File: config.mk
export PLATFORM = sky130hd
export DESIGN_NAME = flvic_controller
export DESIGN_NICKNAME = d
export VERILOG_FILES = /design/src/shared/flvic_pkg.sv /design/src/flvic_controller.sv
export SDC_FILE = /design/constraint.sdc
export NUM_CORES = 1
export LEC_CHECK = 0
export ABC_AREA = 1
export BUFFER_PORTS_ARGS = -buffer_cell sky130_fd_sc_hd__buf_2
export CORE_MARGIN = 2
export CORE_UTILIZATION = 43
export DETAILED_ROUTE_END_ITERATION = 10
export GPL_TIMING_DRIVEN = 1
export HOLD_SLACK_MARGIN = 0.02
export PLACE_DENSITY = 0.63
export SETUP_SLACK_MARGIN = 0.1
export SLEW_MARGIN = 15
export SYNTH_ARGS = -nofsm -noshare
export SYNTH_HDL_FRONTEND = slang
export SYNTH_SLANG_ARGS = --single-unit
File: constraint.sdc
create_clock -name ref_clk_in -period 12.3 [get_ports ref_clk_in]
set_input_delay 1.845 -clock ref_clk_in [delete_from_list [all_inputs] [get_ports ref_clk_in]]
set_output_delay 1.845 -clock ref_clk_in [all_outputs]
set_load 0.01 [all_outputs]
File: src/shared/flvic_pkg.sv
package flvic_pkg;

   // Register byte addresses
   localparam logic [7:0] ADDR_ENABLE    = 8'h00;
   localparam logic [7:0] ADDR_PRIO_HIGH = 8'h04;
   localparam logic [7:0] ADDR_PRIO_LOW  = 8'h08;
   localparam logic [7:0] ADDR_TIMER_CTL = 8'h0C;
   localparam logic [7:0] ADDR_EXT_CTL   = 8'h10;
   localparam logic [7:0] ADDR_SERIAL    = 8'h14;
   localparam logic [7:0] ADDR_TIMER2    = 8'h18;
   localparam logic [7:0] ADDR_CONFIG    = 8'h1C;
   localparam logic [7:0] ADDR_STATUS    = 8'h20;

   // Reset values
   localparam logic [7:0] RST_BYTE = 8'h00;

   // Enable register fields
   localparam int EN_GLOBAL = 7;

   // Timer control register fields
   localparam int TC_TIMER1_FLAG = 7;
   localparam int TC_TIMER0_FLAG = 5;
   localparam int TC_EXT1_FLAG   = 3;
   localparam int TC_EXT1_TRIG   = 2;
   localparam int TC_EXT0_FLAG   = 1;
   localparam int TC_EXT0_TRIG   = 0;

   // External control register fields
   localparam int XC_EXT3_PRIO_LOW = 7;
   localparam int XC_EXT3_ENABLE   = 6;
   localparam int XC_EXT3_FLAG     = 5;
   localparam int XC_EXT3_TRIG     = 4;
   localparam int XC_EXT2_PRIO_LOW = 3;
   localparam int XC_EXT2_ENABLE   = 2;
   localparam int XC_EXT2_FLAG     = 1;
   localparam int XC_EXT2_TRIG     = 0;

   // Serial and timer 2 flag fields
   localparam int SC_RX_FLAG   = 0;
   localparam int SC_TX_FLAG   = 1;
   localparam int T2_OVF_FLAG  = 7;
   localparam int T2_CR_FLAG   = 6;
   localparam int CFG_SIX_MODE = 0;

   // Source indexes in arbitration order
   localparam logic [2:0] SRC_EXT0   = 3'h0;
   localparam logic [2:0] SRC_TIMER0 = 3'h1;
   localparam logic [2:0] SRC_EXT1   = 3'h2;
   localparam logic [2:0] SRC_TIMER1 = 3'h3;

   // Machine cycle timing in oscillator periods; call length in machine cycles
   localparam logic [3:0] MC_LAST_12T   = 4'hB;
   localparam logic [3:0] MC_LAST_6T    = 4'h5;
   localparam logic [3:0] PIN_PHASE_12T = 4'h9;
   localparam logic [3:0] PIN_PHASE_6T  = 4'h4;
   localparam logic [2:0] CALL_MC       = 3'h4;

   // Vector table
   localparam logic [15:0] VECTOR_BASE = 16'h0003;
   localparam int          VECTOR_SHIFT = 3;

   typedef struct packed {
      logic timer0_ovf;
      logic timer1_ovf;
      logic timer2_ovf;
      logic timer2_cr;
      logic serial_rx;
      logic serial_tx;
   } flvic_evt_t;

   typedef struct packed {
      logic        call;
      logic [1:0]  level;
      logic [15:0] vector;
   } flvic_call_t;

endpackage : flvic_pkg

File: src/flvic_controller.sv
`timescale 1ns/1ps
// What this block does
// External pins 0 and 1 each select edge or level trigger by own bit.
// Edge mode: pin sampled per machine cycle, high then low sets flag.
// Requester holds pin high then low one full machine cycle each.
// Edge-mode external 0 and 1 flags cleared by hardware when vectoring to them.
// Level-mode external flag not cleared on vectoring; tracks pin level.
// Level-mode source holds pin low until actually serviced.
// Software clears external 2 and 3 request flags itself.
// Timer 0/1 overflow flags request, cleared by hardware on vectoring.
// Timer 2 request is OR of its two flags; never hardware cleared.
// Serial request is OR of receive and transmit flags; software clears.
// Every request flag is software writable; a set flag requests normally.
// Per-source enables; global enable clear masks every source.
// Priority high and low bits form level 0 (lowest) to 3 (highest).
// Service preempted only by strictly higher level.
// Equal-level ties follow fixed ranking ext0 first, ext3 last.
// Flags sampled each machine cycle and resolved in that same cycle.
// Call needs: no equal-or-higher in service, last cycle, no blocking op.
// Denied requests are not remembered; each poll starts fresh.
// Call pushes PC, not status word, and loads the winner's vector.
// Only return-from-interrupt ends in-service; plain return does not.
// Pins sampled at fixed phase; timer flags polled in next machine cycle.
// Call spans four machine cycles; five cycles minimum latency.
// Machine cycle is 12 or 6 clock periods by configuration.
// One in-service bit per level; return clears highest; four deep nesting.
module flvic_controller
   import flvic_pkg::*;
(
   input  wire logic        ref_clk_in,
   input  wire logic        rst_n_in,
   input  wire logic        ce_in,
   input  wire logic        hsel_in,
   input  wire logic [31:0] haddr_in,
   input  wire logic [1:0]  htrans_in,
   input  wire logic        hwrite_in,
   input  wire logic [2:0]  hsize_in,
   input  wire logic [31:0] hwdata_in,
   input  wire logic        hready_in,
   output logic      [31:0] hrdata_out,
   output logic             hreadyout_out,
   output logic             hresp_out,
   input  wire logic [3:0]  ext_irq_pin_n_in,
   input  wire flvic_evt_t  periph_evt_in,
   input  wire logic        cpu_last_cycle_in,
   input  wire logic        cpu_irq_block_in,
   input  wire logic        cpu_return_from_irq_in,
   output flvic_call_t      irq_call_out,
   output logic      [3:0]  in_service_out
);

   logic [7:0]  enable_reg;
   logic [7:0]  prio_high_reg;
   logic [7:0]  prio_low_reg;
   logic [7:0]  timer_ctl_reg;
   logic [7:0]  ext_ctl_reg;
   logic [7:0]  serial_reg;
   logic [7:0]  timer2_reg;
   logic [7:0]  config_reg;
   logic [3:0]  phase_reg;
   logic [3:0]  pin_smp_reg;
   logic [7:0]  req_snap_reg;
   logic [3:0]  isr_reg;
   logic [2:0]  busy_reg;
   logic [2:0]  last_src_reg;
   logic        reg_block_reg;
   logic        ap_valid_reg;
   logic        ap_write_reg;
   logic [7:0]  ap_addr_reg;
   logic        rd_wait_reg;
   logic [31:0] hrdata_reg;
   flvic_call_t call_reg;

   logic        six_mode;
   logic        mc_last;
   logic        pin_phase;
   logic [3:0]  pin_fall;
   logic        wr_en;
   logic [7:0]  wdata;
   logic [7:0]  req_raw;
   logic [7:0]  src_enable;
   logic [7:0]  prio_low_bits;
   logic        win_found;
   logic [2:0]  win_idx;
   logic [1:0]  win_lvl;
   logic        win_allowed;
   logic        call_fire;
   logic [7:0]  hw_clear;
   logic [3:0]  isr_top;
   logic [7:0]  rd_mux;

   assign six_mode  = config_reg[CFG_SIX_MODE];
   assign mc_last   = phase_reg == (six_mode ? MC_LAST_6T : MC_LAST_12T);
   assign pin_phase = phase_reg == (six_mode ? PIN_PHASE_6T : PIN_PHASE_12T);
   assign pin_fall  = pin_smp_reg & ~ext_irq_pin_n_in;
   assign wr_en     = ap_valid_reg & ap_write_reg;
   assign wdata     = hwdata_in[7:0];
   always_ff @(posedge ref_clk_in or negedge rst_n_in)
   begin
      if (!rst_n_in)
      begin
         ap_valid_reg <= 1'b0;
         ap_write_reg <= 1'b0;
         ap_addr_reg  <= RST_BYTE;
      end
      else if (ce_in && hready_in)
      begin
         ap_valid_reg <= hsel_in & htrans_in[1];
         ap_write_reg <= hwrite_in;
         ap_addr_reg  <= haddr_in[7:0];
      end
   end

   // Reads take one wait state so read data comes from a flip-flop
   always_ff @(posedge ref_clk_in or negedge rst_n_in)
   begin
      if (!rst_n_in)
      begin
         rd_wait_reg <= 1'b0;
         hrdata_reg  <= 32'h0000_0000;
      end
      else if (ce_in)
      begin
         if (rd_wait_reg)
         begin
            rd_wait_reg <= 1'b0;
            hrdata_reg  <= {24'h00_0000, rd_mux};
         end
         else if (hready_in)
         begin
            rd_wait_reg <= hsel_in & htrans_in[1] & ~hwrite_in;
         end
      end
   end
   always_comb
   begin
      case (ap_addr_reg)
         ADDR_ENABLE    : rd_mux = enable_reg;
         ADDR_PRIO_HIGH : rd_mux = prio_high_reg;
         ADDR_PRIO_LOW  : rd_mux = prio_low_reg;
         ADDR_TIMER_CTL : rd_mux = timer_ctl_reg;
         ADDR_EXT_CTL   : rd_mux = ext_ctl_reg;
         ADDR_SERIAL    : rd_mux = serial_reg;
         ADDR_TIMER2    : rd_mux = timer2_reg;
         ADDR_CONFIG    : rd_mux = config_reg;
         ADDR_STATUS    : rd_mux = {1'b0, last_src_reg, isr_reg};
         default        : rd_mux = RST_BYTE;
      endcase
   end

   assign hrdata_out    = hrdata_reg;
   assign hreadyout_out = ~rd_wait_reg;
   assign hresp_out     = 1'b0;
   always_ff @(posedge ref_clk_in or negedge rst_n_in)
   begin
      if (!rst_n_in)
      begin
         enable_reg    <= RST_BYTE;
         prio_high_reg <= RST_BYTE;
         prio_low_reg  <= RST_BYTE;
         config_reg    <= RST_BYTE;
      end
      else if (ce_in && wr_en)
      begin
         case (ap_addr_reg)
            ADDR_ENABLE    : enable_reg    <= wdata;
            ADDR_PRIO_HIGH : prio_high_reg <= wdata;
            ADDR_PRIO_LOW  : prio_low_reg  <= wdata;
            ADDR_CONFIG    : config_reg    <= wdata;
            default        : ;
         endcase
      end
   end
   always_ff @(posedge ref_clk_in or negedge rst_n_in)
   begin
      if (!rst_n_in)
         phase_reg <= 4'h0;
      else if (ce_in)
         phase_reg <= mc_last ? 4'h0 : phase_reg + 4'h1;
   end
   always_ff @(posedge ref_clk_in or negedge rst_n_in)
   begin
      if (!rst_n_in)
         pin_smp_reg <= 4'hF;
      else if (ce_in && pin_phase)
         pin_smp_reg <= ext_irq_pin_n_in;
   end
   always_ff @(posedge ref_clk_in or negedge rst_n_in)
   begin
      if (!rst_n_in)
         timer_ctl_reg <= RST_BYTE;
      else if (ce_in)
      begin
         if (wr_en && ap_addr_reg == ADDR_TIMER_CTL)
            timer_ctl_reg <= wdata;
         if (hw_clear[SRC_TIMER0])
            timer_ctl_reg[TC_TIMER0_FLAG] <= 1'b0;
         if (hw_clear[SRC_TIMER1])
            timer_ctl_reg[TC_TIMER1_FLAG] <= 1'b0;
         if (hw_clear[SRC_EXT0] && timer_ctl_reg[TC_EXT0_TRIG])
            timer_ctl_reg[TC_EXT0_FLAG] <= 1'b0;
         if (hw_clear[SRC_EXT1] && timer_ctl_reg[TC_EXT1_TRIG])
            timer_ctl_reg[TC_EXT1_FLAG] <= 1'b0;
         if (periph_evt_in.timer0_ovf)
            timer_ctl_reg[TC_TIMER0_FLAG] <= 1'b1;
         if (periph_evt_in.timer1_ovf)
            timer_ctl_reg[TC_TIMER1_FLAG] <= 1'b1;
         if (pin_phase)
         begin
            if (!timer_ctl_reg[TC_EXT0_TRIG])
               timer_ctl_reg[TC_EXT0_FLAG] <= ~ext_irq_pin_n_in[0];
            else if (pin_fall[0])
               timer_ctl_reg[TC_EXT0_FLAG] <= 1'b1;
            if (!timer_ctl_reg[TC_EXT1_TRIG])
               timer_ctl_reg[TC_EXT1_FLAG] <= ~ext_irq_pin_n_in[1];
            else if (pin_fall[1])
               timer_ctl_reg[TC_EXT1_FLAG] <= 1'b1;
         end
      end
   end
   always_ff @(posedge ref_clk_in or negedge rst_n_in)
   begin
      if (!rst_n_in)
         ext_ctl_reg <= RST_BYTE;
      else if (ce_in)
      begin
         if (wr_en && ap_addr_reg == ADDR_EXT_CTL)
            ext_ctl_reg <= wdata;
         if (pin_phase)
         begin
            if (!ext_ctl_reg[XC_EXT2_TRIG])
               ext_ctl_reg[XC_EXT2_FLAG] <= ~ext_irq_pin_n_in[2];
            else if (pin_fall[2])
               ext_ctl_reg[XC_EXT2_FLAG] <= 1'b1;
            if (!ext_ctl_reg[XC_EXT3_TRIG])
               ext_ctl_reg[XC_EXT3_FLAG] <= ~ext_irq_pin_n_in[3];
            else if (pin_fall[3])
               ext_ctl_reg[XC_EXT3_FLAG] <= 1'b1;
         end
      end
   end
   always_ff @(posedge ref_clk_in or negedge rst_n_in)
   begin
      if (!rst_n_in)
      begin
         serial_reg <= RST_BYTE;
         timer2_reg <= RST_BYTE;
      end
      else if (ce_in)
      begin
         if (wr_en && ap_addr_reg == ADDR_SERIAL)
            serial_reg <= wdata;
         if (wr_en && ap_addr_reg == ADDR_TIMER2)
            timer2_reg <= wdata;
         if (periph_evt_in.serial_rx)
            serial_reg[SC_RX_FLAG] <= 1'b1;
         if (periph_evt_in.serial_tx)
            serial_reg[SC_TX_FLAG] <= 1'b1;
         if (periph_evt_in.timer2_ovf)
            timer2_reg[T2_OVF_FLAG] <= 1'b1;
         if (periph_evt_in.timer2_cr)
            timer2_reg[T2_CR_FLAG] <= 1'b1;
      end
   end
   assign req_raw = {ext_ctl_reg[XC_EXT3_FLAG],
                     ext_ctl_reg[XC_EXT2_FLAG],
                     timer2_reg[T2_OVF_FLAG] | timer2_reg[T2_CR_FLAG],
                     serial_reg[SC_RX_FLAG] | serial_reg[SC_TX_FLAG],
                     timer_ctl_reg[TC_TIMER1_FLAG],
                     timer_ctl_reg[TC_EXT1_FLAG],
                     timer_ctl_reg[TC_TIMER0_FLAG],
                     timer_ctl_reg[TC_EXT0_FLAG]};
   assign src_enable = {ext_ctl_reg[XC_EXT3_ENABLE], ext_ctl_reg[XC_EXT2_ENABLE],
                        enable_reg[5:0]} & {8{enable_reg[EN_GLOBAL]}};
   assign prio_low_bits = {ext_ctl_reg[XC_EXT3_PRIO_LOW], ext_ctl_reg[XC_EXT2_PRIO_LOW],
                           prio_low_reg[5:0]};
   always_ff @(posedge ref_clk_in or negedge rst_n_in)
   begin
      if (!rst_n_in)
         req_snap_reg <= RST_BYTE;
      else if (ce_in && phase_reg == 4'h0)
         req_snap_reg <= req_raw;
   end
   always_comb
   begin
      win_found = 1'b0;
      win_idx   = 3'h0;
      win_lvl   = 2'h0;
      for (int i = 0; i < 8; i++)
      begin
         if (req_snap_reg[i] && src_enable[i] &&
             (!win_found || {prio_high_reg[i], prio_low_bits[i]} > win_lvl))
         begin
            win_found = 1'b1;
            win_idx   = 3'(i);
            win_lvl   = {prio_high_reg[i], prio_low_bits[i]};
         end
      end
   end

   assign win_allowed = (isr_reg & (4'hF << win_lvl)) == 4'h0;
   assign call_fire   = ce_in & mc_last & win_found & win_allowed & (busy_reg == 3'h0)
                      & cpu_last_cycle_in & ~cpu_irq_block_in & ~cpu_return_from_irq_in
                      & ~reg_block_reg;
   assign hw_clear    = call_fire ? (8'h01 << win_idx) : 8'h00;
   always_ff @(posedge ref_clk_in or negedge rst_n_in)
   begin
      if (!rst_n_in)
         reg_block_reg <= 1'b0;
      else if (ce_in)
      begin
         if (wr_en && (ap_addr_reg == ADDR_ENABLE || ap_addr_reg == ADDR_PRIO_HIGH ||
                       ap_addr_reg == ADDR_PRIO_LOW || ap_addr_reg == ADDR_EXT_CTL))
            reg_block_reg <= 1'b1;
         else if (mc_last)
            reg_block_reg <= 1'b0;
      end
   end
   always_ff @(posedge ref_clk_in or negedge rst_n_in)
   begin
      if (!rst_n_in)
         busy_reg <= 3'h0;
      else if (call_fire)
         busy_reg <= CALL_MC;
      else if (ce_in && mc_last && busy_reg != 3'h0)
         busy_reg <= busy_reg - 3'h1;
   end

   always_comb
   begin
      isr_top = 4'h0;
      for (int i = 0; i < 4; i++)
         if (isr_reg[i])
            isr_top = 4'h1 << i;
   end
   always_ff @(posedge ref_clk_in or negedge rst_n_in)
   begin
      if (!rst_n_in)
         isr_reg <= 4'h0;
      else if (call_fire)
         isr_reg <= isr_reg | (4'h1 << win_lvl);
      else if (ce_in && cpu_return_from_irq_in)
         isr_reg <= isr_reg & ~isr_top;
   end
   always_ff @(posedge ref_clk_in or negedge rst_n_in)
   begin
      if (!rst_n_in)
      begin
         call_reg     <= '0;
         last_src_reg <= 3'h0;
      end
      else if (ce_in)
      begin
         call_reg.call <= call_fire;
         if (call_fire)
         begin
            call_reg.level  <= win_lvl;
            call_reg.vector <= VECTOR_BASE + (16'(win_idx) << VECTOR_SHIFT);
            last_src_reg    <= win_idx;
         end
      end
   end

   assign irq_call_out   = call_reg;
   assign in_service_out = isr_reg;

endmodule : flvic_controller

[After elaboration in Yosys (flattened, before gate mapping)]
Cells that the tools add are included.
Cells by class
  add/subtract/negate cells: 3
  $mul: 0
  divide/modulo/power cells: 0
  $lt $le $gt $ge: 7
  equality and inequality tests: 10
  shift-type cells: 3
  mux-type cells: 66
  bitwise gates (word level): 29
  reduce and logical (&&, ||, !) cells: 77
Operators by type and width (count)
  case mux 8 bit (9 select lines): 1
  two-way mux 1 bit: 36
  two-way mux 4 bit: 9
  AND reduction 2 bit: 17
  equality test 8 x 5 -> 1 bit, second input constant: 4
  logical AND 1 bit: 29
  two-way mux 3 bit: 8
  two-way mux 2 bit: 9
  equality test 8 x 4 -> 1 bit, second input constant: 2
  two-way mux 8 bit: 2
  greater-than comparator 2 bit: 7
  nonzero test 2 bit: 7
  AND 4 bit: 3
  AND 1 bit: 11
  logical OR 1 bit: 10
  NOT 1 bit: 9
  nonzero test 3 bit: 3
  AND 8 bit: 1
  equality test 4 bit: 2
  equality test 8 x 3 -> 1 bit, second input constant: 1
  equality test 8 x 6 -> 1 bit, second input constant: 1
  zero test 4 bit: 2
  zero test 8 bit: 1
  NOT 4 bit: 2
  11 further kinds: 18
Word-level totals
  flip-flop bits (word level): 129
  latch bits: 0
  memory bits (writable): 0
  memory bits (read-only): 0
  input bits: 88
  output and inout port bits: 57
  logic and storage cells: 226
  memories kept: 0

[Longest topological paths before layout]
Gate-level depths: netlist of run 1.
  depth in word-level cells: 46
  depth in mapped cells: 70
  gate-level depth less buffers: 69

[Worst setup path after synthesis of run 1]
OpenSTA, ideal clock, no wires.
  kind: register to register
  start point: register enable_reg[7]
  end point: register timer_ctl_reg[5]
  setup time: 0.116 ns
  arrival: 7.555 ns
  data required time: 12.184 ns
  path slack: 4.628 ns
  stages on the path, launching flop included: 69
  path buffers: 1
  period minus slack after synthesis: 7.672 ns
  cells stage by stage: dfrtp_1 > buf_6 > nand3_4 > nor2_1 > inv_1 > ha_1 > nand2_1 > nand2_1 > nand2_1 > nand2_1 > nand2_1 > nand2_1 > nand2_1 > ha_1 > inv_1 > nor2_1 > o21ai_0 > nand2_1 > [... 33 more ...] > inv_4 > nand3_2 > nand2_1 > ha_1 > inv_1 > nor2_1 > o21ai_0 > nand2_1 > nand2_4 > inv_2 > nor4_4 > nand2_1 > nor2_1 > nand4_1 > nand2_1 > nand2_1 > nand2_1 > nand2_1
On the way
  longest elaborated chain between the ends: 43
  elaborated cells on any way between the ends: 76
  those cells by class: order compare (7); shift (2); mux (26); bitwise (9); reduce/logical (32)
Ends and longest elaborated chain
  from (decl): line flvic_controller.sv:52  | logic [7:0] enable_reg;
  from (signal assigned): line flvic_controller.sv:166  | ADDR_ENABLE : enable_reg <= wdata;
  AND 8 bit (*): line flvic_controller.sv:274  | enable_reg[5:0]} & {8{enable_reg[EN_GLOBAL]}};
  logical AND 1 bit: line flvic_controller.sv:291  | if (req_snap_reg[i] && src_enable[i] &&
  two-way mux 2 bit / two-way mux 1 bit (equally long branches): line flvic_controller.sv:291
  greater-than comparator 2 bit / zero test 1 bit (equally long branches): line flvic_controller.sv:292  | (!win_found || {prio_high_reg[i], prio_low_bits[i]} > win_lvl))
  logical OR 1 bit: line flvic_controller.sv:292
  logical AND 1 bit: line flvic_controller.sv:291
  two-way mux 2 bit / two-way mux 1 bit (equally long branches): line flvic_controller.sv:291
  greater-than comparator 2 bit / zero test 1 bit (equally long branches): line flvic_controller.sv:292
  [... 24 more ...]
  AND 4 bit: line flvic_controller.sv:301  | assign win_allowed = (isr_reg & (4'hF << win_lvl)) == 4'h0;
  zero test 4 bit: line flvic_controller.sv:301
  AND 1 bit (2 in series): line flvic_controller.sv:302  | assign call_fire = ce_in & mc_last & win_found & win_allowed & (busy_reg == 3'h0)
  AND 1 bit (3 in series): line flvic_controller.sv:303  | & cpu_last_cycle_in & ~cpu_irq_block_in & ~cpu_return_from_irq_in
  AND 1 bit: line flvic_controller.sv:304  | & ~reg_block_reg;
  two-way mux 4 bit (*): line flvic_controller.sv:305  | assign hw_clear = call_fire ? (8'h01 << win_idx) : 8'h00;
  nonzero test 3 bit (no source line) / two-way mux 1 bit (equally long branches)
  AND reduction 2 bit (no source line) / two-way mux 1 bit (equally long branches)
  to (signal assigned): line flvic_controller.sv:195  | timer_ctl_reg <= wdata;
  to (signal, indexed assignment): line flvic_controller.sv:211  | timer_ctl_reg[TC_EXT0_FLAG] <= ~ext_irq_pin_n_in[0];
  to (signal, indexed assignment): line flvic_controller.sv:215  | timer_ctl_reg[TC_EXT1_FLAG] <= ~ext_irq_pin_n_in[1];
  to (decl): line flvic_controller.sv:55  | logic [7:0] timer_ctl_reg;
Mark *: on every way between the ends. The rest lies on a longest branch, timed or not.
A chain may end at the register's enable or synchronous reset.

[Worst setup path after layout of run 1]
  start point: register enable_reg[7]
  end point: register last_src_reg[1]
On the way
  longest elaborated chain between the ends: 41
  elaborated cells on any way between the ends: 70
  those cells by class: order compare (7); shift (1); mux (22); bitwise (9); reduce/logical (31)
Ends and longest elaborated chain
  AND 8 bit (*): line flvic_controller.sv:274
  logical AND 1 bit: line flvic_controller.sv:291
  two-way mux 2 bit / two-way mux 1 bit (equally long branches): line flvic_controller.sv:291
  greater-than comparator 2 bit / zero test 1 bit (equally long branches): line flvic_controller.sv:292
  logical OR 1 bit: line flvic_controller.sv:292
  logical AND 1 bit: line flvic_controller.sv:291
  two-way mux 2 bit / two-way mux 1 bit (equally long branches): line flvic_controller.sv:291
  greater-than comparator 2 bit / zero test 1 bit (equally long branches): line flvic_controller.sv:292
  [... 22 more ...]
  two-way mux 2 bit: line flvic_controller.sv:291
  left shift 4 x 2 -> 4 bit: line flvic_controller.sv:301
  AND 4 bit: line flvic_controller.sv:301
  zero test 4 bit: line flvic_controller.sv:301
  AND 1 bit (2 in series): line flvic_controller.sv:302
  AND 1 bit (3 in series): line flvic_controller.sv:303
  AND 1 bit: line flvic_controller.sv:304
  AND reduction 2 bit (no source line)
  to (signal assigned): line flvic_controller.sv:359  | last_src_reg <= win_idx;
  to (decl): line flvic_controller.sv:65  | logic [2:0] last_src_reg;
Marks and branches as above.

==> results.md, run 1 <==
- Crit path max fanout: 18
- Status: finished clean
- DR WL/cell: 16.15 microns
- Area delta synth->final: 13.98%
- Final instance count without filler cells: around 1.1k
- Residual DRC count: 0
- Synthesized instance count: 828
- Most common cell after layout, fill and taps aside: nand2_1
- Placed cell areas: roughly 7000 sq um
- Yosys reg bits: 114
- Reg-to-reg endpoint: last_src_reg[1]
- P per Cell Area: between 150 and 200 nW/um^2
- Sw Ratio: 0.2800
- Synth Flop Type: dfrtp_1
- Hold path start: pin_smp_reg[0]
- Peak VDD IR: between 0.1 and 0.15 mV
- Post-route clock skew: 0.008915 ns
- Antenna Nets Post-Route: 0
- Clock slew at reported path FFs: 0.05 ns
- Crit. End Element: register
- Setup TNS: 0 ns
- Worst slew pin tran: slightly above 0.9 ns
- Final Cycle Share: 0.7382
- Starting Density: 0.4444
- Clock power share: 0.455
- Hold Path Stages: 2
- CTS tree: done
- Pins Over Slew Limit: 0
- Die span in x: 127.0 microns
- Register area share after synthesis: 0.4391
- Synth Area in Compound Gates: 0.1557
- Synth area leaders: dfrtp_1 42%, nand2_1 13%, o21ai_0 7.0%
- Synthesized cell area: 6507 sq um
- Post_cts resized: 0
- FF-to-FF path depth: 67
- Chip Height: 127.0 microns
- Adder-cell share of the synthesized area: 0.03461
- Vias in the first global route: 5,286
- Crit path DAT: 9.39 ns
- CTS Buf Count: 17
- Via Count: 5,605
- Routed WL: ~18 mm
- Drt pass-1 iters: 5
- Hold Crit Class: reg2reg
- Post-CTS Setup Repair Bufs: 0
- CTS Hold Bufs: 0
- Reg power frac: 0.416
- R2r startpoint: enable_reg[7]
- Max stage delay on crit path: ~0.60 ns
- Ports: 145
- Fin nets: 993
- Vias per cell: 5.171
- HPWL after detailed placement: 13.06 mm
- Hold Path Sink: pin_smp_reg[0]
- MaxCap Viol Count: 0
- Final Cell Area: 7417 sq um
- Fin. Hold Viols: 0
- RSZ-0062 raised after global routing: no
- Min Tclk post-route: roughly 9.1 ns
- Multiplexer share of the synthesized area: 0.005191
- Global route overflow: 0
- Register area: 2858 sq um
- Post-Syn Area per Cell: 7.859 sq um
- Switch Pwr: between 0.3 and 0.4 mW
- Share of layout cells above drive strength 1: 0.1422
- GP Congestion: 0.9119
- Drt initial violations: 554
- Antenna cells: 0
- CTS H-tree depth: 4
- Core footprint: 14,640 sq um
- Cell taking the most area after synthesis: dfrtp_1
- CTS max path bufs: 2
- Port bufs: 56
- Max_slew headroom: 0.3888
- Simple logic cell fraction of the synthesized area: 0.2382
- Synthesis warning total: 0
- Skew-Pair Late Insertion Delay: 0.43 ns
- Clock sinks: roughly 110
- Pint: 0.8075 mW
- Crit-path slowest cell: dfrtp_1
- Asr flop ratio synth: 1.000
- Comb pwr share: 0.129
- Leakage Power: 3.736 nW
- Area share of xor/xnor cells in the synthesized design: 0.006729
- R2R setup slack: 3.22 ns
- Fmax: between 100 and 150 MHz
- Nature of the critical path startpoint: register
- Crit-path most repeated cell: nand2_1
- Largest family of logic cells by synthesized area: simple AND/OR/NAND/NOR gates
- Crit Path Category: reg2reg
- Number of fill cells: 1,435
- Area share of the largest cell type after synthesis: 0.4230
- Post-synth EDFFs: 0
- Antenna violations before repair: 0
- Final total power: 1.122 mW
- Area of the die: 16,130 sq um
- Total track usage: 0.2292
- Dpl cells: ~1.1k
- FP Rows: 44
- Post-Route Utilization: 0.5065
- Cell variety after synth: 46
- Pin count of the biggest net entering global routing: 61
- Setup violators final: 0
- Multi-input logic area: 3002 sq um
- Commonest cells after routing, fill and taps aside: 221 x nand2_1, 110 x dfrtp_1, 106 x inv_1
- Root Driver: clkbuf_16
- First-pass GRT wire length: 28.42 mm
- Worst EP required: ~13 ns
[stage by stage]
| step | setup slack (ns) | hold WS, ns |
|---|---|---|
| floorplan | 4.628 | 0.4440 |
| global placement | 3.393 | 0.4511 |
| detailed placement | 3.318 | 0.4538 |
| CTS | 3.231 | 0.4629 |
| global route | 2.101 | 0.4865 |
| finish | 3.220 | 0.4610 |
[how the worst max path moves through the flow]
stage / start / end / slack (ns)
after floorplan: enable_reg[7] / timer_ctl_reg[5] / 4.63
after global placement: enable_reg[7] / timer_ctl_reg[5] / 3.39
after detailed placement: enable_reg[7] / timer_ctl_reg[5] / 3.32
after CTS: enable_reg[7] / last_src_reg[1] / 3.23
after global routing: enable_reg[7] / timer_ctl_reg[5] / 2.10
final: enable_reg[7] / last_src_reg[1] / 3.22
[cell families after synthesis]
logic type / after synthesis
muxes: 3
xor gates and xnor gates: 5
buffers and inverters: 165
adders and majority gates: 18
AOI/OAI and AO/OA: 170
and+or+nand+nor: 352
DFF: 114
other: 1
[per-layer routing]
| layer | GRT usage | part of all wire | wire length [microns] | up-vias |
|---|---|---|---|---|
| met5 | 0 | 0 | 0 | - |
| met4 | 0.09761 | 0.032 | 561 | 0 |
| met3 | 0.04313 | 0.058 | 1024 | 36 |
| met2 | 0.3542 | 0.46 | 7974 | 178 |
| met1 | 0.3179 | 0.45 | 7945 | 2632 |
| li1 | - | - | - | 2759 |
[synth_stat cells (all sizes together) (5+ instances only)]
cell	instances
a221oi	7
nand4	9
nand3	43
dfrtp	110
nor2	51
a22oi	7
a21oi	28
o22ai	14
xor2	5
ha	18
buf	39
inv	112
o21ai	94
nor3	14
nand2	227
clkbuf	13
[critical path, delay by kind of cell (launching register included)]
kind	cells	cell delay, ns
adders and majority gates	7	1.96
DFF	1	0.60
buffers and inverters	13	1.01
AOI/OAI and AO/OA	9	1.66
and+or+nand+nor	38	3.67
[layout make-up]
| cell class | count | area share |
|---|---|---|
| Sequential cell | 114 | 0.3853 |
| Clock buffer | 20 | 0.06157 |
| Clock inverter | 12 | 0.02075 |
| Multi-Input combinational cell | 584 | 0.4047 |
| Tap cell | 184 | 0.03104 |
| Timing Repair Buffer | 57 | 0.03914 |
| Inverter | 113 | 0.05752 |
[power by group through the flow]
stage	clock network, mW	logic [mW]	registers, mW
after global routing	0.528	0.169	0.472
after CTS	0.515	0.145	0.465
after floorplan	0	0.107	0.461
after detailed placement	0	0.143	0.471
after global placement	0	0.140	0.469
final	0.510	0.144	0.467
Power figures use the tool's default switching activity.
==> run 2, diff against run 1 <==
--- a/config.mk
+++ b/config.mk
@@ -5,14 +5,14 @@
 export SDC_FILE = /design/constraint.sdc
 export NUM_CORES = 1
 export LEC_CHECK = 0
-export ABC_AREA = 1
+export ABC_AREA = 0
 export BUFFER_PORTS_ARGS = -buffer_cell sky130_fd_sc_hd__buf_2
 export CORE_MARGIN = 2
 export CORE_UTILIZATION = 43
 export DETAILED_ROUTE_END_ITERATION = 10
 export GPL_TIMING_DRIVEN = 1
 export HOLD_SLACK_MARGIN = 0.02
-export PLACE_DENSITY = 0.63
+export PLACE_DENSITY = 0.65
 export SETUP_SLACK_MARGIN = 0.1
 export SLEW_MARGIN = 15
 export SYNTH_ARGS = -nofsm -noshare
==> constraint.sdc (replaced) <==
create_clock -name ref_clk_in -period 8.34 [get_ports ref_clk_in]
set_input_delay 1.251 -clock ref_clk_in [delete_from_list [all_inputs] [get_ports ref_clk_in]]
set_output_delay 1.251 -clock ref_clk_in [all_outputs]
set_load 0.01 [all_outputs]
==> results.md, run 2 <==
- CP bufs+invs: 4
- Chip Height: 125.6 microns
- Cell variety after synth: 70
- Number of fill cells: between 1k and 1.5k
- Area of the die: 15,780 sq um
- Clock sinks: 114
- Cell taking the most area after synthesis: dfrtp_1
- Pins Over Slew Limit: 0
- Core footprint: 14,480 sq um
- Family with the most delay on the worst path: compound AO/OA/AOI/OAI gates
- Min Tclk post-route: approximately 9 ns
- Hold Crit Class: reg2reg
- Ports: approximately 150
- Sw Ratio: 0.2665
- Synth area leaders: dfrtp_1 43%, mux2_2 13%, buf_4 4.4%
- Nature of the critical path startpoint: register
- Failing checks: setup timing
- Setup violators final: 18
- Crit. End Element: register
- Post-route clock skew: 0.005887 ns
- Synthesis warning total: 0
- Crit Path Category: reg2reg
- Final Cycle Share: 1.077
- Post-synth EDFFs: 0
- Synthesized instance count: 608
- FP Rows: 44
- RSZ-0062 raised after global routing: yes
- Leakage Power: slightly above 4 nW
- CTS max path bufs: 2
- Total track usage: 0.2379
- Crit path DAT: 9.26 ns
- GP Congestion: 0.9031
- Via Count: 5,454
- Final Cell Area: 8478 sq um
- Area share of the largest cell type after synthesis: 0.4329
- Share of layout cells above drive strength 1: 0.4443
- Synthesized cell area: 6359 sq um
- Pin count of the biggest net entering global routing: 81
- Crit-path slowest cell: dfrtp_1
- R2r startpoint: enable_reg[0]
- Wire length on met1: 7.689 mm
- Root Driver: clkbuf_16
- Antenna cells: 0
- Max stage delay on crit path: 0.35 ns
- Crit path max fanout: 6
- Clock power share: 0.464
- Drt initial violations: 407
- Yosys reg bits: between 100 and 150
- Antenna Nets Post-Route: 0
- First-pass GRT wire length: 29.25 mm
- CTS Buf Count: 17
- CTS tree: done
- Crit-path most repeated cell: nor2b_4
- Fmax: approximately 110 MHz
- DR WL/cell: 19.58 microns
- Final instance count without filler cells: roughly 960
- Final hold slack: roughly 0.48 ns
- CTS Hold Bufs: 0
- Area delta synth->final: 33.33%
- Most common cell after layout, fill and taps aside: dfrtp_1
- Worst Setup SP: enable_reg[0]
- Placed cell areas: 7149 sq um
- P per Cell Area: 191.2 nW/um^2
- Max layer used: met4
- Antenna violations before repair: 0
- MaxCap Viol Count: 0
- Post-Syn Area per Cell: around 10 sq um
- Peak VDD IR: 0.1434 mV
- Synth Flop Type: dfrtp_1
- Dpl cells: 875
- Global route overflow: 0
- Met3 routed WL: 1.321 mm
- Die span in x: 125.6 microns
- Fin. Hold Viols: 0
- Vias per cell: 5.705
- Residual DRC count: 0
- Max_slew headroom: 0.2782
- Drt pass-1 iters: 6
- Commonest cells after routing, fill and taps aside: 110 x dfrtp_1, 92 x buf_4, 76 x mux2_2
- Worst slew pin tran: 1.074 ns
- Setup ws final: -0.6431 ns
- Clock slew at reported path FFs: 0.06 ns
- Cell depth of the worst setup path: 47
- R2R setup slack: -0.64 ns
- FF-to-FF path depth: 47
- Switch Pwr: 0.4320 mW
- Status: finished with violations
- Fin nets: about 870
- Port bufs: 56
- Commonest cells post-synth: 110 x dfrtp_1, 76 x mux2_2, 66 x nand2_1
- Pint: 1.189 mW
- Reg power frac: 0.422
- Most common cell in the synthesized netlist: dfrtp_1
- HPWL after detailed placement: 12.77 mm
- Register area share after synthesis: 0.4494
- CTS H-tree depth: 4
- Skew-Pair Late Insertion Delay: 0.42 ns
- Asr flop ratio synth: 1.000
- Worst EP required: 8.61 ns
- Reg-to-reg endpoint: timer_ctl_reg[3]
- WL met2: ~9 mm
- Routed WL: approximately 19 mm
- Vias in the first global route: 5,443
- Starting Density: 0.4392
- Critical path destination: timer_ctl_reg[3]
- Comb pwr share: 0.114
==> run 2: power by group through the flow <==
| stage | clock network, mW | registers (mW) | logic (mW) |
|---|---|---|---|
| after floorplan | 0 | 0.665 | 0.133 |
| after global placement | 0 | 0.685 | 0.170 |
| after detailed placement | 0 | 0.688 | 0.178 |
| after CTS | 0.756 | 0.681 | 0.182 |
| after global routing | 0.789 | 0.691 | 0.204 |
| final | 0.751 | 0.684 | 0.185 |
==> run 2: cells by family after synthesis <==
logic type / count (synthesis) / share of synthesized area
xor gates and xnor gates: 3 / 0.004133
DFF: 114 / 0.4494
other: 1 / 0.0005898
and+or+nand+nor: 175 / 0.1311
buffers and inverters: 79 / 0.07084
muxes: 84 / 0.1480
adders and majority gates: 19 / 0.03699
AOI/OAI and AO/OA: 133 / 0.1590
==> run 2: what timing repair did <==
item / CTS / global route
pin swaps: 19 / 14
hold endpoints to repair: 0 / 0
setup buffers: 47 / 5
setup endpoints to repair: 18 / 18
resized for setup: 44 / 26
==> run 2: per-layer routing <==
metal / vias up / GRT usage
li1: 2475 / -
met1: 2707 / 0.3129
met2: 230 / 0.3905
met3: 42 / 0.04621
met4: 0 / 0.09020
met5: - / 0
==> run 2: worst register-to-register path, delay by kind of cell (launching register included) <==
kind	cells	cell delay [ns]
AND/OR/NAND/NOR	11	1.39
AO/OA/AOI/OAI	24	4.57
adder cells (fa/ha/maj)	7	1.72
flip-flops	1	0.35
buffers and inverters	4	0.53
multiplexers	1	0.29
==> run 2: area by class of cell <==
class,count,area (sq um),share of cell area
Clock buffer,19,452.9,0.05342
Sequential cell,114,2858,0.3371
Multi-Input combinational cell,450,3671,0.4330
Timing Repair Buffer,151,1011,0.1192
Inverter,25,96.34,0.01136
Clock inverter,13,158.9,0.01874
Tap cell,184,230.2,0.02715
==> run 2: worst min-delay path by stage <==
stage,from,to,slack (ns),depth (start not counted)
after CTS,hrdata_out[7],hrdata_out[7],0.48,1
after floorplan,busy_reg[2],busy_reg[2],0.47,2
after global placement,hrdata_out[7],hrdata_out[7],0.46,1
after global routing,hrdata_out[7],hrdata_out[7],0.50,1
after detailed placement,hrdata_out[7],hrdata_out[7],0.47,1
final,hrdata_out[7],hrdata_out[7],0.48,1
==> run 2: stage by stage <==
stage | setup TNS (ns) | setup slack [ns] | power (mW) | utilization
floorplan | -5.026 | -0.5217 | 0.7988 | -
global placement | -9.001 | -0.6528 | 0.8546 | 0.4938
detailed placement | -11.49 | -0.7787 | 0.8668 | 0.4938
CTS | -4.717 | -0.4137 | 1.619 | 0.5731
global route | -14.52 | -0.9333 | 1.684 | 0.5856
finish | -9.104 | -0.6431 | 1.621 | 0.5856
